[src/verilog/ifgm_map.vh]
// register map, field positions and timing constants for the flag and pin-mux block
`ifndef IFGM_MAP_VH
`define IFGM_MAP_VH

`define IFGM_ADDR_STICKY      7'h60
`define IFGM_ADDR_LIVE        7'h61
`define IFGM_ADDR_PINCTL      7'h62
`define IFGM_ADDR_BUTTON_CLR  7'h0e

`define IFGM_FN_HI            7
`define IFGM_FN_LO            4
`define IFGM_CLKSEL_BIT       3
`define IFGM_REPEAT_BIT       2
`define IFGM_GPIN_BIT         1
`define IFGM_GPOUT_BIT        0
`define IFGM_RESERVED_BIT     4
`define IFGM_PINCTL_WMASK     8'hfd
`define IFGM_RESET_BYTE       8'h00

`define IFGM_FN_OFF           4'h0
`define IFGM_FN_ADC_WCLK      4'h1
`define IFGM_FN_DIV1          4'h2
`define IFGM_FN_DIV2          4'h3
`define IFGM_FN_DIV4          4'h4
`define IFGM_FN_DIV8          4'h5
`define IFGM_FN_SHORT_A       4'h6
`define IFGM_FN_SHORT_B       4'h7
`define IFGM_FN_GPIN          4'h8
`define IFGM_FN_GPOUT         4'h9
`define IFGM_FN_BUS_WCLK      4'ha
`define IFGM_FN_UNUSED        4'hb
`define IFGM_FN_BUTTON        4'hc
`define IFGM_FN_HEADSET       4'hd
`define IFGM_FN_HS_BTN        4'he
`define IFGM_FN_ANY           4'hf

`define IFGM_CLK_MHZ          100
`define IFGM_PULSE_US         2000
`define IFGM_GAP_US           2000

`endif

[src/verilog/ifgm_flags_pinmux.v]
// status flags and multi-function pin multiplexer of the codec
// Notes on behaviour
// - live bits 7..5 show current short at left, right, common headphone drivers
// - button flag bit 3 stays set until register 14 is read
// - live bit 2 is 1 while a headset is present
// - live bits 1,0 are 1 while left/right record power is below noise gate
// - flag bits are read-only, reset to 0; bit 4 reserved, never written
// - function 0000 disables pin, 0001 record word clock, 1010 bus word clock
// - functions 0010..0101 drive selected clock divided by 1, 2, 4, 8
// - functions 0110 and 0111 drive the short-circuit interrupt
// - 1000 makes pin an input, 1001 an output from the value bit
// - 1100 drives active-high button-press interrupt
// - 1101 headset; 1110 headset or button; 1111 any event source
// - control bit 3 picks pll clock (0) or divider mux clock (1)
// - bit 2 low: single 2 ms pulse; high: repeat until register 96 read
// - control bit 1 reads the pin level in input mode
// - control bit 0 sets pin level in output mode
// - sticky bit 2 latches on any headset insertion or removal
`timescale 1ns/1ps
`default_nettype none
`include "ifgm_map.vh"

module ifgm_flags_pinmux #(
    parameter [31:0] PULSE_CYC = `IFGM_PULSE_US * `IFGM_CLK_MHZ,
    parameter [31:0] GAP_CYC   = `IFGM_GAP_US * `IFGM_CLK_MHZ
) (
    input  wire        core_clk_i,
    input  wire        rst_n_i,
    // register port
    input  wire [6:0]  reg_addr_i,
    input  wire        reg_wr_i,
    input  wire        reg_rd_i,
    input  wire [7:0]  reg_wdata_i,
    output reg  [7:0]  reg_rdata_o,
    // detector conditions
    input  wire        short_left_i,
    input  wire        short_right_i,
    input  wire        short_common_i,
    input  wire        button_press_i,
    input  wire        headset_present_i,
    input  wire        gate_left_i,
    input  wire        gate_right_i,
    // clock sources and word clocks
    input  wire        pll_clk_i,
    input  wire        clkdiv_mux_i,
    input  wire        adc_wclk_i,
    input  wire        bus_wclk_i,
    input  wire        bus_wclk_dir_out_i,
    output wire        bus_wclk_in_o,
    // multi_function_pin
    input  wire        pin_in_i,
    output reg         pin_out_o,
    output reg         pin_oe_o
);

    // ------------------------------------------------------------
    // input synchronisers
    // ------------------------------------------------------------
    reg [10:0] sync_a;
    reg [10:0] sync_b;

    always @(posedge core_clk_i) begin
        if (!rst_n_i) begin
            sync_a <= 11'h000;
            sync_b <= 11'h000;
        end else begin
            sync_a <= {bus_wclk_i, adc_wclk_i, clkdiv_mux_i, pll_clk_i, pin_in_i,
                       gate_right_i, gate_left_i, headset_present_i, button_press_i,
                       short_common_i, short_right_i} ;
            sync_b <= sync_a;
        end
    end

    reg sync_short_left_a;
    reg sync_short_left_b;

    always @(posedge core_clk_i) begin
        if (!rst_n_i) begin
            sync_short_left_a <= 1'b0;
            sync_short_left_b <= 1'b0;
        end else begin
            sync_short_left_a <= short_left_i;
            sync_short_left_b <= sync_short_left_a;
        end
    end

    wire s_short_left   = sync_short_left_b;
    wire s_short_right  = sync_b[0];
    wire s_short_common = sync_b[1];
    wire s_button       = sync_b[2];
    wire s_headset      = sync_b[3];
    wire s_gate_left    = sync_b[4];
    wire s_gate_right   = sync_b[5];
    wire s_pin          = sync_b[6];
    wire s_pll_clk      = sync_b[7];
    wire s_div_clk      = sync_b[8];
    wire s_adc_wclk     = sync_b[9];
    wire s_bus_wclk     = sync_b[10];

    // ------------------------------------------------------------
    // live flags
    // ------------------------------------------------------------
    reg [7:0] live;

    always @(posedge core_clk_i) begin
        if (!rst_n_i) begin
            live <= `IFGM_RESET_BYTE;
        end else begin
            live[7] <= s_short_left;
            live[6] <= s_short_right;
            live[5] <= s_short_common;
            live[4] <= 1'b0;
            live[3] <= s_button;
            live[2] <= s_headset;
            live[1] <= s_gate_left;
            live[0] <= s_gate_right;
        end
    end

    // ------------------------------------------------------------
    // event edges
    // ------------------------------------------------------------
    reg [7:0] live_prev;

    always @(posedge core_clk_i) begin
        if (!rst_n_i)
            live_prev <= `IFGM_RESET_BYTE;
        else
            live_prev <= live;
    end

    wire [7:0] rise = live & ~live_prev;
    wire       headset_change = live[2] ^ live_prev[2];
    wire       short_evt = |rise[7:5];
    wire       button_evt = rise[3];
    wire       gate_evt = |rise[1:0];

    wire rd_sticky = reg_rd_i && (reg_addr_i == `IFGM_ADDR_STICKY);
    wire rd_button = reg_rd_i && (reg_addr_i == `IFGM_ADDR_BUTTON_CLR);

    // ------------------------------------------------------------
    // sticky flags and button flag
    // ------------------------------------------------------------
    reg [7:0] sticky;
    reg       button_sticky;
    wire [7:0] sticky_set = {rise[7:5], 1'b0, rise[3], headset_change, rise[1:0]};

    always @(posedge core_clk_i) begin
        if (!rst_n_i) begin
            sticky        <= `IFGM_RESET_BYTE;
            button_sticky <= 1'b0;
        end else begin
            // set wins over the read clear
            if (rd_sticky)
                sticky <= sticky_set;
            else
                sticky <= sticky | sticky_set;
            if (button_evt)
                button_sticky <= 1'b1;
            else if (rd_button)
                button_sticky <= 1'b0;
        end
    end

    // ------------------------------------------------------------
    // pin control register
    // ------------------------------------------------------------
    reg [7:0] pinctl;
    wire [3:0] fn = pinctl[`IFGM_FN_HI:`IFGM_FN_LO];

    always @(posedge core_clk_i) begin
        if (!rst_n_i)
            pinctl <= `IFGM_RESET_BYTE;
        else if (reg_wr_i && (reg_addr_i == `IFGM_ADDR_PINCTL))
            pinctl <= reg_wdata_i & `IFGM_PINCTL_WMASK;
    end

    // ------------------------------------------------------------
    // register read data
    // ------------------------------------------------------------
    reg [7:0] next_rdata;

    always @* begin
        case (reg_addr_i)
            `IFGM_ADDR_STICKY: next_rdata = sticky;
            `IFGM_ADDR_LIVE: begin
                next_rdata = live;
                next_rdata[3] = button_sticky;
            end
            `IFGM_ADDR_PINCTL: begin
                next_rdata = pinctl;
                next_rdata[`IFGM_GPIN_BIT] = s_pin;
            end
            default: next_rdata = `IFGM_RESET_BYTE;
        endcase
    end

    always @(posedge core_clk_i) begin
        if (!rst_n_i)
            reg_rdata_o <= `IFGM_RESET_BYTE;
        else if (reg_rd_i)
            reg_rdata_o <= next_rdata;
    end

    // ------------------------------------------------------------
    // clock divider on the selected source
    // ------------------------------------------------------------
    wire src_clk = pinctl[`IFGM_CLKSEL_BIT] ? s_div_clk : s_pll_clk;
    reg  src_prev;
    reg [2:0] div_cnt;

    always @(posedge core_clk_i) begin
        if (!rst_n_i) begin
            src_prev <= 1'b0;
            div_cnt  <= 3'h0;
        end else begin
            src_prev <= src_clk;
            if (src_clk && !src_prev)
                div_cnt <= div_cnt + 3'h1;
        end
    end

    // ------------------------------------------------------------
    // interrupt pulse generation
    // ------------------------------------------------------------
    reg irq_evt;

    always @* begin
        case (fn)
            `IFGM_FN_SHORT_A: irq_evt = short_evt;
            `IFGM_FN_SHORT_B: irq_evt = short_evt;
            `IFGM_FN_BUTTON:  irq_evt = button_evt;
            `IFGM_FN_HEADSET: irq_evt = headset_change;
            `IFGM_FN_HS_BTN:  irq_evt = headset_change | button_evt;
            `IFGM_FN_ANY: irq_evt = headset_change | button_evt | short_evt | gate_evt;
            default:          irq_evt = 1'b0;
        endcase
    end

    wire irq_pulse;

    ifgm_pulse_timer #(
        .PULSE_CYC (PULSE_CYC),
        .GAP_CYC   (GAP_CYC)
    ) u_pulse (
        .core_clk_i (core_clk_i),
        .rst_n_i    (rst_n_i),
        .trigger_i  (irq_evt),
        .repeat_i   (pinctl[`IFGM_REPEAT_BIT]),
        .stop_i     (rd_sticky),
        .pulse_o    (irq_pulse)
    );

    // ------------------------------------------------------------
    // pin output multiplexer
    // ------------------------------------------------------------
    reg next_out;
    reg next_oe;

    always @* begin
        next_out = 1'b0;
        next_oe  = 1'b1;
        case (fn)
            `IFGM_FN_OFF:      next_oe  = 1'b0;
            `IFGM_FN_ADC_WCLK: next_out = s_adc_wclk;
            `IFGM_FN_DIV1:     next_out = src_clk;
            `IFGM_FN_DIV2:     next_out = div_cnt[0];
            `IFGM_FN_DIV4:     next_out = div_cnt[1];
            `IFGM_FN_DIV8:     next_out = div_cnt[2];
            `IFGM_FN_GPIN:     next_oe  = 1'b0;
            `IFGM_FN_GPOUT:    next_out = pinctl[`IFGM_GPOUT_BIT];
            `IFGM_FN_BUS_WCLK: begin
                next_out = s_bus_wclk;
                next_oe  = bus_wclk_dir_out_i;
            end
            `IFGM_FN_UNUSED:   next_oe  = 1'b0;
            default:           next_out = irq_pulse;
        endcase
    end

    always @(posedge core_clk_i) begin
        if (!rst_n_i) begin
            pin_out_o <= 1'b0;
            pin_oe_o  <= 1'b0;
        end else begin
            pin_out_o <= next_out;
            pin_oe_o  <= next_oe;
        end
    end

    // ------------------------------------------------------------
    // pin level seen as bus word clock when the pin is an input
    // ------------------------------------------------------------
    reg wclk_in_level;

    always @(posedge core_clk_i) begin
        if (!rst_n_i)
            wclk_in_level <= 1'b0;
        else
            wclk_in_level <= (fn == `IFGM_FN_BUS_WCLK) && !bus_wclk_dir_out_i && s_pin;
    end

    assign bus_wclk_in_o = wclk_in_level;

endmodule
`default_nettype wire

[src/verilog/ifgm_pulse_timer.v]
// interrupt pulse shaper: one 2 ms pulse or repeating pulses on the pin
`timescale 1ns/1ps
`default_nettype none
`include "ifgm_map.vh"

module ifgm_pulse_timer #(
    parameter [31:0] PULSE_CYC = `IFGM_PULSE_US * `IFGM_CLK_MHZ,
    parameter [31:0] GAP_CYC   = `IFGM_GAP_US * `IFGM_CLK_MHZ
) (
    input  wire        core_clk_i,
    input  wire        rst_n_i,
    input  wire        trigger_i,
    input  wire        repeat_i,
    input  wire        stop_i,
    output reg         pulse_o
);

    localparam [1:0] ST_IDLE = 2'b00;
    localparam [1:0] ST_HIGH = 2'b01;
    localparam [1:0] ST_GAP  = 2'b10;

    reg [1:0]  state;
    reg [31:0] count;
    reg        pending;

    // an event in the same cycle as the flag read keeps the repeat going
    wire       keep_repeating = repeat_i && (trigger_i || (pending && !stop_i));

    always @(posedge core_clk_i) begin
        if (!rst_n_i) begin
            state   <= ST_IDLE;
            count   <= 32'h0000_0000;
            pulse_o <= 1'b0;
            pending <= 1'b0;
        end else begin
            pending <= keep_repeating;
            case (state)
                ST_IDLE: begin
                    if (trigger_i) begin
                        state   <= ST_HIGH;
                        count   <= PULSE_CYC - 32'h0000_0001;
                        pulse_o <= 1'b1;
                    end
                end
                ST_HIGH: begin
                    if (count == 32'h0000_0000) begin
                        pulse_o <= 1'b0;
                        if (keep_repeating) begin
                            state <= ST_GAP;
                            count <= GAP_CYC - 32'h0000_0001;
                        end else begin
                            state <= ST_IDLE;
                        end
                    end else begin
                        count <= count - 32'h0000_0001;
                    end
                end
                ST_GAP: begin
                    if (!keep_repeating) begin
                        state <= ST_IDLE;
                    end else if (count == 32'h0000_0000) begin
                        state   <= ST_HIGH;
                        count   <= PULSE_CYC - 32'h0000_0001;
                        pulse_o <= 1'b1;
                    end else begin
                        count <= count - 32'h0000_0001;
                    end
                end
                default: begin
                    state   <= ST_IDLE;
                    pulse_o <= 1'b0;
                end
            endcase
        end
    end

endmodule
`default_nettype wire

[config.mk]
export PLATFORM = sky130hd
export DESIGN_NAME = ifgm_flags_pinmux
export DESIGN_NICKNAME = d
export VERILOG_FILES = /design/src/verilog/ifgm_flags_pinmux.v /design/src/verilog/ifgm_pulse_timer.v
export VERILOG_INCLUDE_DIRS = /design/src /design/src/verilog
export SDC_FILE = /design/constraint.sdc
export NUM_CORES = 1
export LEC_CHECK = 0
export ABC_AREA = 1
export BUFFER_PORTS_ARGS = -buffer_cell sky130_fd_sc_hd__buf_2
export CORE_UTILIZATION = 40
export CTS_CLUSTER_DIAMETER = 60
export DETAILED_ROUTE_END_ITERATION = 16
export PLACE_DENSITY = 0.66
export SYNTH_ARGS = -nofsm -noshare
export SYNTH_HDL_FRONTEND = slang
export SYNTH_SLANG_ARGS = --single-unit
[constraint.sdc]
create_clock -name core_clk_i -period 1.8 [get_ports core_clk_i]
set_input_delay 0.18 -clock core_clk_i [delete_from_list [all_inputs] [get_ports core_clk_i]]
set_output_delay 0.18 -clock core_clk_i [all_outputs]
set_load 0.01 [all_outputs]
==> summary.md <==
| Metric | Value |
|---|---|
| Actual slew at the worst max-slew pin | roughly 0.50 ns |
| Setup TNS | -0.00123 ns |
| Place WS | -0.0789 ns |
| Crit path buffers/inverters | 3 |
| Syn Area/Cell | between 6 and 7 um2 |
| Failing checks | setup timing |
| Total power | 0.00666 W |
| CTS Buffer Depth | 2 |
| Pwr dens | 958 mW/mm2 |
| First DRT Iteration DRCs | 177 |
| FILL cells | 1113 |
| Post-layout util | between 50% and 60% |
| Vias | between 4000 and 5000 |
| Site row count | 40 |
| Startpoint class of the critical path | register |
| Min-delay worst type | in -> reg |
| Die width | 114 um |
| Final hold violations | 0 |
| Die outline area | 0.0131 mm2 |
| Dpl hpwl | 8680 um |
| Number of distinct library cells after synthesis | 40 |
| Min Tclk post-route | 1.80 ns |
| CTS H-tree depth | 3 |
| Mapped Area | 0.00506 mm2 |
| Routed length per instance | 12.8 um |
| Final Cycle Share | 100% |
| Critical path's slowest cell | dfxtp_1 |
| Fraction of final layout cells sized beyond drive strength 1 | 32.0% |
| Layout Skew | 0.0148 ns |
| RSZ-0062 raised after global routing | true |
| Slew headroom | between 60% and 70% |
| Worst vdd ir | 0.961 mV |
| Die span in y | 114 um |
| Initial Util | 41.6% |
| Area of the multi-input gates | between 0.002 and 0.003 mm2 |
| Commonest non-fill, non-tap cell in the layout | nand2_1 |
| Seq cells post-synth | 104 |
| Core area | 0.0122 mm2 |
| Clock sinks | between 100 and 150 |
| Pleak | 3.32 nW |
| Clock slew at reported path FFs | approximately 0.08 ns |
| Final Worst Setup Slack | -0.00123 ns |
| GRT Total Usage | 20.1% |
| I/O pins | 43 |
| Fmax achieved | between 0.5 and 0.6 GHz |
| Routability cong. | 0.832 |
| WP data arrival | 2.06 ns |
| CTS Root Cell | clkbuf_16 |
| Area growth, synth to finish | 37.4% |
| CP delay by family, top | simple AND/OR/NAND/NOR gates |
| Detailed-route DRC error count | 0 |
| Ant. Diodes | 0 |
| # Max-Cap Violations | 0 |
| Number of global-route vias before repair | approximately 4500 |
| Final antenna-violating net count | 0 |
| DRT Wirelength | 13300 um |
| Initial DRT Pass Iterations | 4 |
| Cells after Synth | 740 |
| Commonest cells after routing, fill and taps aside | nand2_1 (177), inv_1 (91), dfxtp_1 (91) |
| Sequential fraction of the synthesis area | 41.1% |
| Crit. End Element | register |
| Worst path required time | about 2 ns |
| CP Class | reg -> reg |
| Endpoints failing setup | 1 |
| Syn_nets | 779 |
| Initial antenna violation count | 0 |
| IO buf count | 41 |
| Via density | 4.79 |
| GR Overflow Total | 0 |
| CTS tree | built |
| First-pass GRT wire length | 20800 um |
| Final #Nets | 900 |
| Yosys warns | 0 |
| Clock latency on the worst-skew pair | 0.37 ns |
| Final Max Tran Viols | 0 |
| Most common cell on crit path | nor2_4 |
| Crit path cell chain | nor2_2 > nand2_2 > nor2_4 > nand4_4 > nor2_8 > inv_4 > nor2_4 > o21ai_4 > buf_6 > buf_8 > nand3_1 > a21oi_2 |
| Total CTS buffers | 9 |
| FF/Latch Area | 0.00211 mm2 |
| Crit Path Max Fanout | 7 |
| Largest net degree at the start of global routing | 50 |
| Peak per-stage delay on the critical path | roughly 0.32 ns |
| Outcome | finished with violations |
==> power by group <==
group | internal, W | switching, W | total [W]
Sequential | 0.00238 | 0.0000572 | 0.00243
Combinational | 0.000917 | 0.00122 | 0.00213
Clock | 0.00102 | 0.00107 | 0.00209
==> flip-flops by register name, indices dropped and copies added (netlist names) <==
name,flops
bus_wclk_in_o,1
pinctl,7
u_pulse.count,32
sync_short_left_a,1
u_pulse.pending,1
reg_rdata_o,8
s_short_left,1
sync_b,11
u_pulse.state,2
src_prev,1
button_sticky,1
u_pulse.pulse_o,1
live,7
pin_oe_o,1
div_cnt,3
sync_a,11
live_prev,7
sticky,7
pin_out_o,1
==> layout make-up <==
| class | count | area share [%] |
|---|---|---|
| multi-input cells | 508 | 41.7 |
| flip-flops and latches | 104 | 30.3 |
| repair buffers | 135 | 14.7 |
| inverters | 103 | 5.63 |
| clock buffers | 9 | 3.24 |
| well taps | 168 | 3.02 |
| clock inverters | 7 | 1.42 |
==> through the flow <==
stage | cell area [um2] | cells | hold WS (ns)
floorplan | 5060 | 740 | 0.255
global placement | 5870 | 993 | 0.359
detailed placement | 5870 | 993 | 0.365
CTS | 6330 | 1019 | 0.00312
global route | 6950 | 1034 | 0.0148
finish | 6950 | 1034 | 0.0191
==> cell families (layout without fill, tap and decap cells) <==
group	after synthesis	after routing	share of synthesized area (%)
buffers and inverters	128	254	10.6
DFF	104	104	41.1
and+or+nand+nor	400	400	33.9
xor gates and xnor gates	18	18	3.12
adders and majority gates	7	7	1.73
AOI/OAI and AO/OA	83	83	9.55
==> worst paths after layout <==
| check | depth (start not counted) | start | slack, ns | endpoint |
|---|---|---|---|---|
| worst max-delay path | 12 | u_pulse.count[21]$_SDFFE_PN0P_ | -0.001 | u_pulse.count[20]$_SDFFE_PN0P_ |
| worst min-delay path | 2 | bus_wclk_dir_out_i | 0.02 | bus_wclk_in_o$_SDFF_PN0_ |
| worst max register to register | 12 | u_pulse.count[21]$_SDFFE_PN0P_ | -0.001 | u_pulse.count[20]$_SDFFE_PN0P_ |
| worst min register to register | 2 | sync_a[10]$_SDFF_PN0_ | 0.41 | sync_b[10]$_SDFF_PN0_ |
==> Yosys cell counts, drive strengths merged <==
| library cell | count | area share, % |
|---|---|---|
| ha | 7 | 1.7 |
| nand4 | 9 | 1.5 |
| o41ai | 1 | 0.17 |
| a211oi | 9 | 1.3 |
| xnor2 | 2 | 0.35 |
| nor2 | 105 | 8.5 |
| a21oi | 50 | 4.9 |
| a31o | 1 | 0.17 |
| o21ai | 10 | 1.1 |
| nor3 | 17 | 1.7 |
| o211ai | 7 | 1.0 |
| buf | 13 | 2.0 |
| xor2 | 16 | 2.8 |
| nor3b | 1 | 0.15 |
| o21bai | 1 | 0.15 |
| inv | 103 | 7.7 |
| dfxtp | 104 | 41 |
| nand3 | 55 | 5.6 |
| clkbuf | 12 | 0.89 |
| a21o | 1 | 0.15 |
| a221oi | 1 | 0.17 |
| o2111ai | 2 | 0.35 |
| nand2 | 203 | 15 |
| and2 | 2 | 0.25 |
| nor4 | 3 | 0.37 |
| or2 | 5 | 0.62 |
==> what timing repair did <==
action / in CTS / in global routing
pin swaps: 0 / 39
hold buffers: 10 / 0
setup buffers: 0 / 13
endpoints found under the setup margin: 31 / 35
hold endpoints to repair: 10 / 0
gates resized for setup: 8 / 154
gates cloned: 0 / 2
==> layer usage <==
layer / global-route usage, % / vias to the layer above / wire, um / part of all wire [%]
met5: 0 / - / 0 / 0
met4: 5.80 / 0 / 197 / 1.5
met3: 4.92 / 19 / 594 / 4.5
met2: 33.5 / 94 / 6530 / 49
met1: 25.9 / 2267 / 5960 / 45
li1: - / 2570 / - / -
No activity file was read; power rests on OpenSTA's default activity.
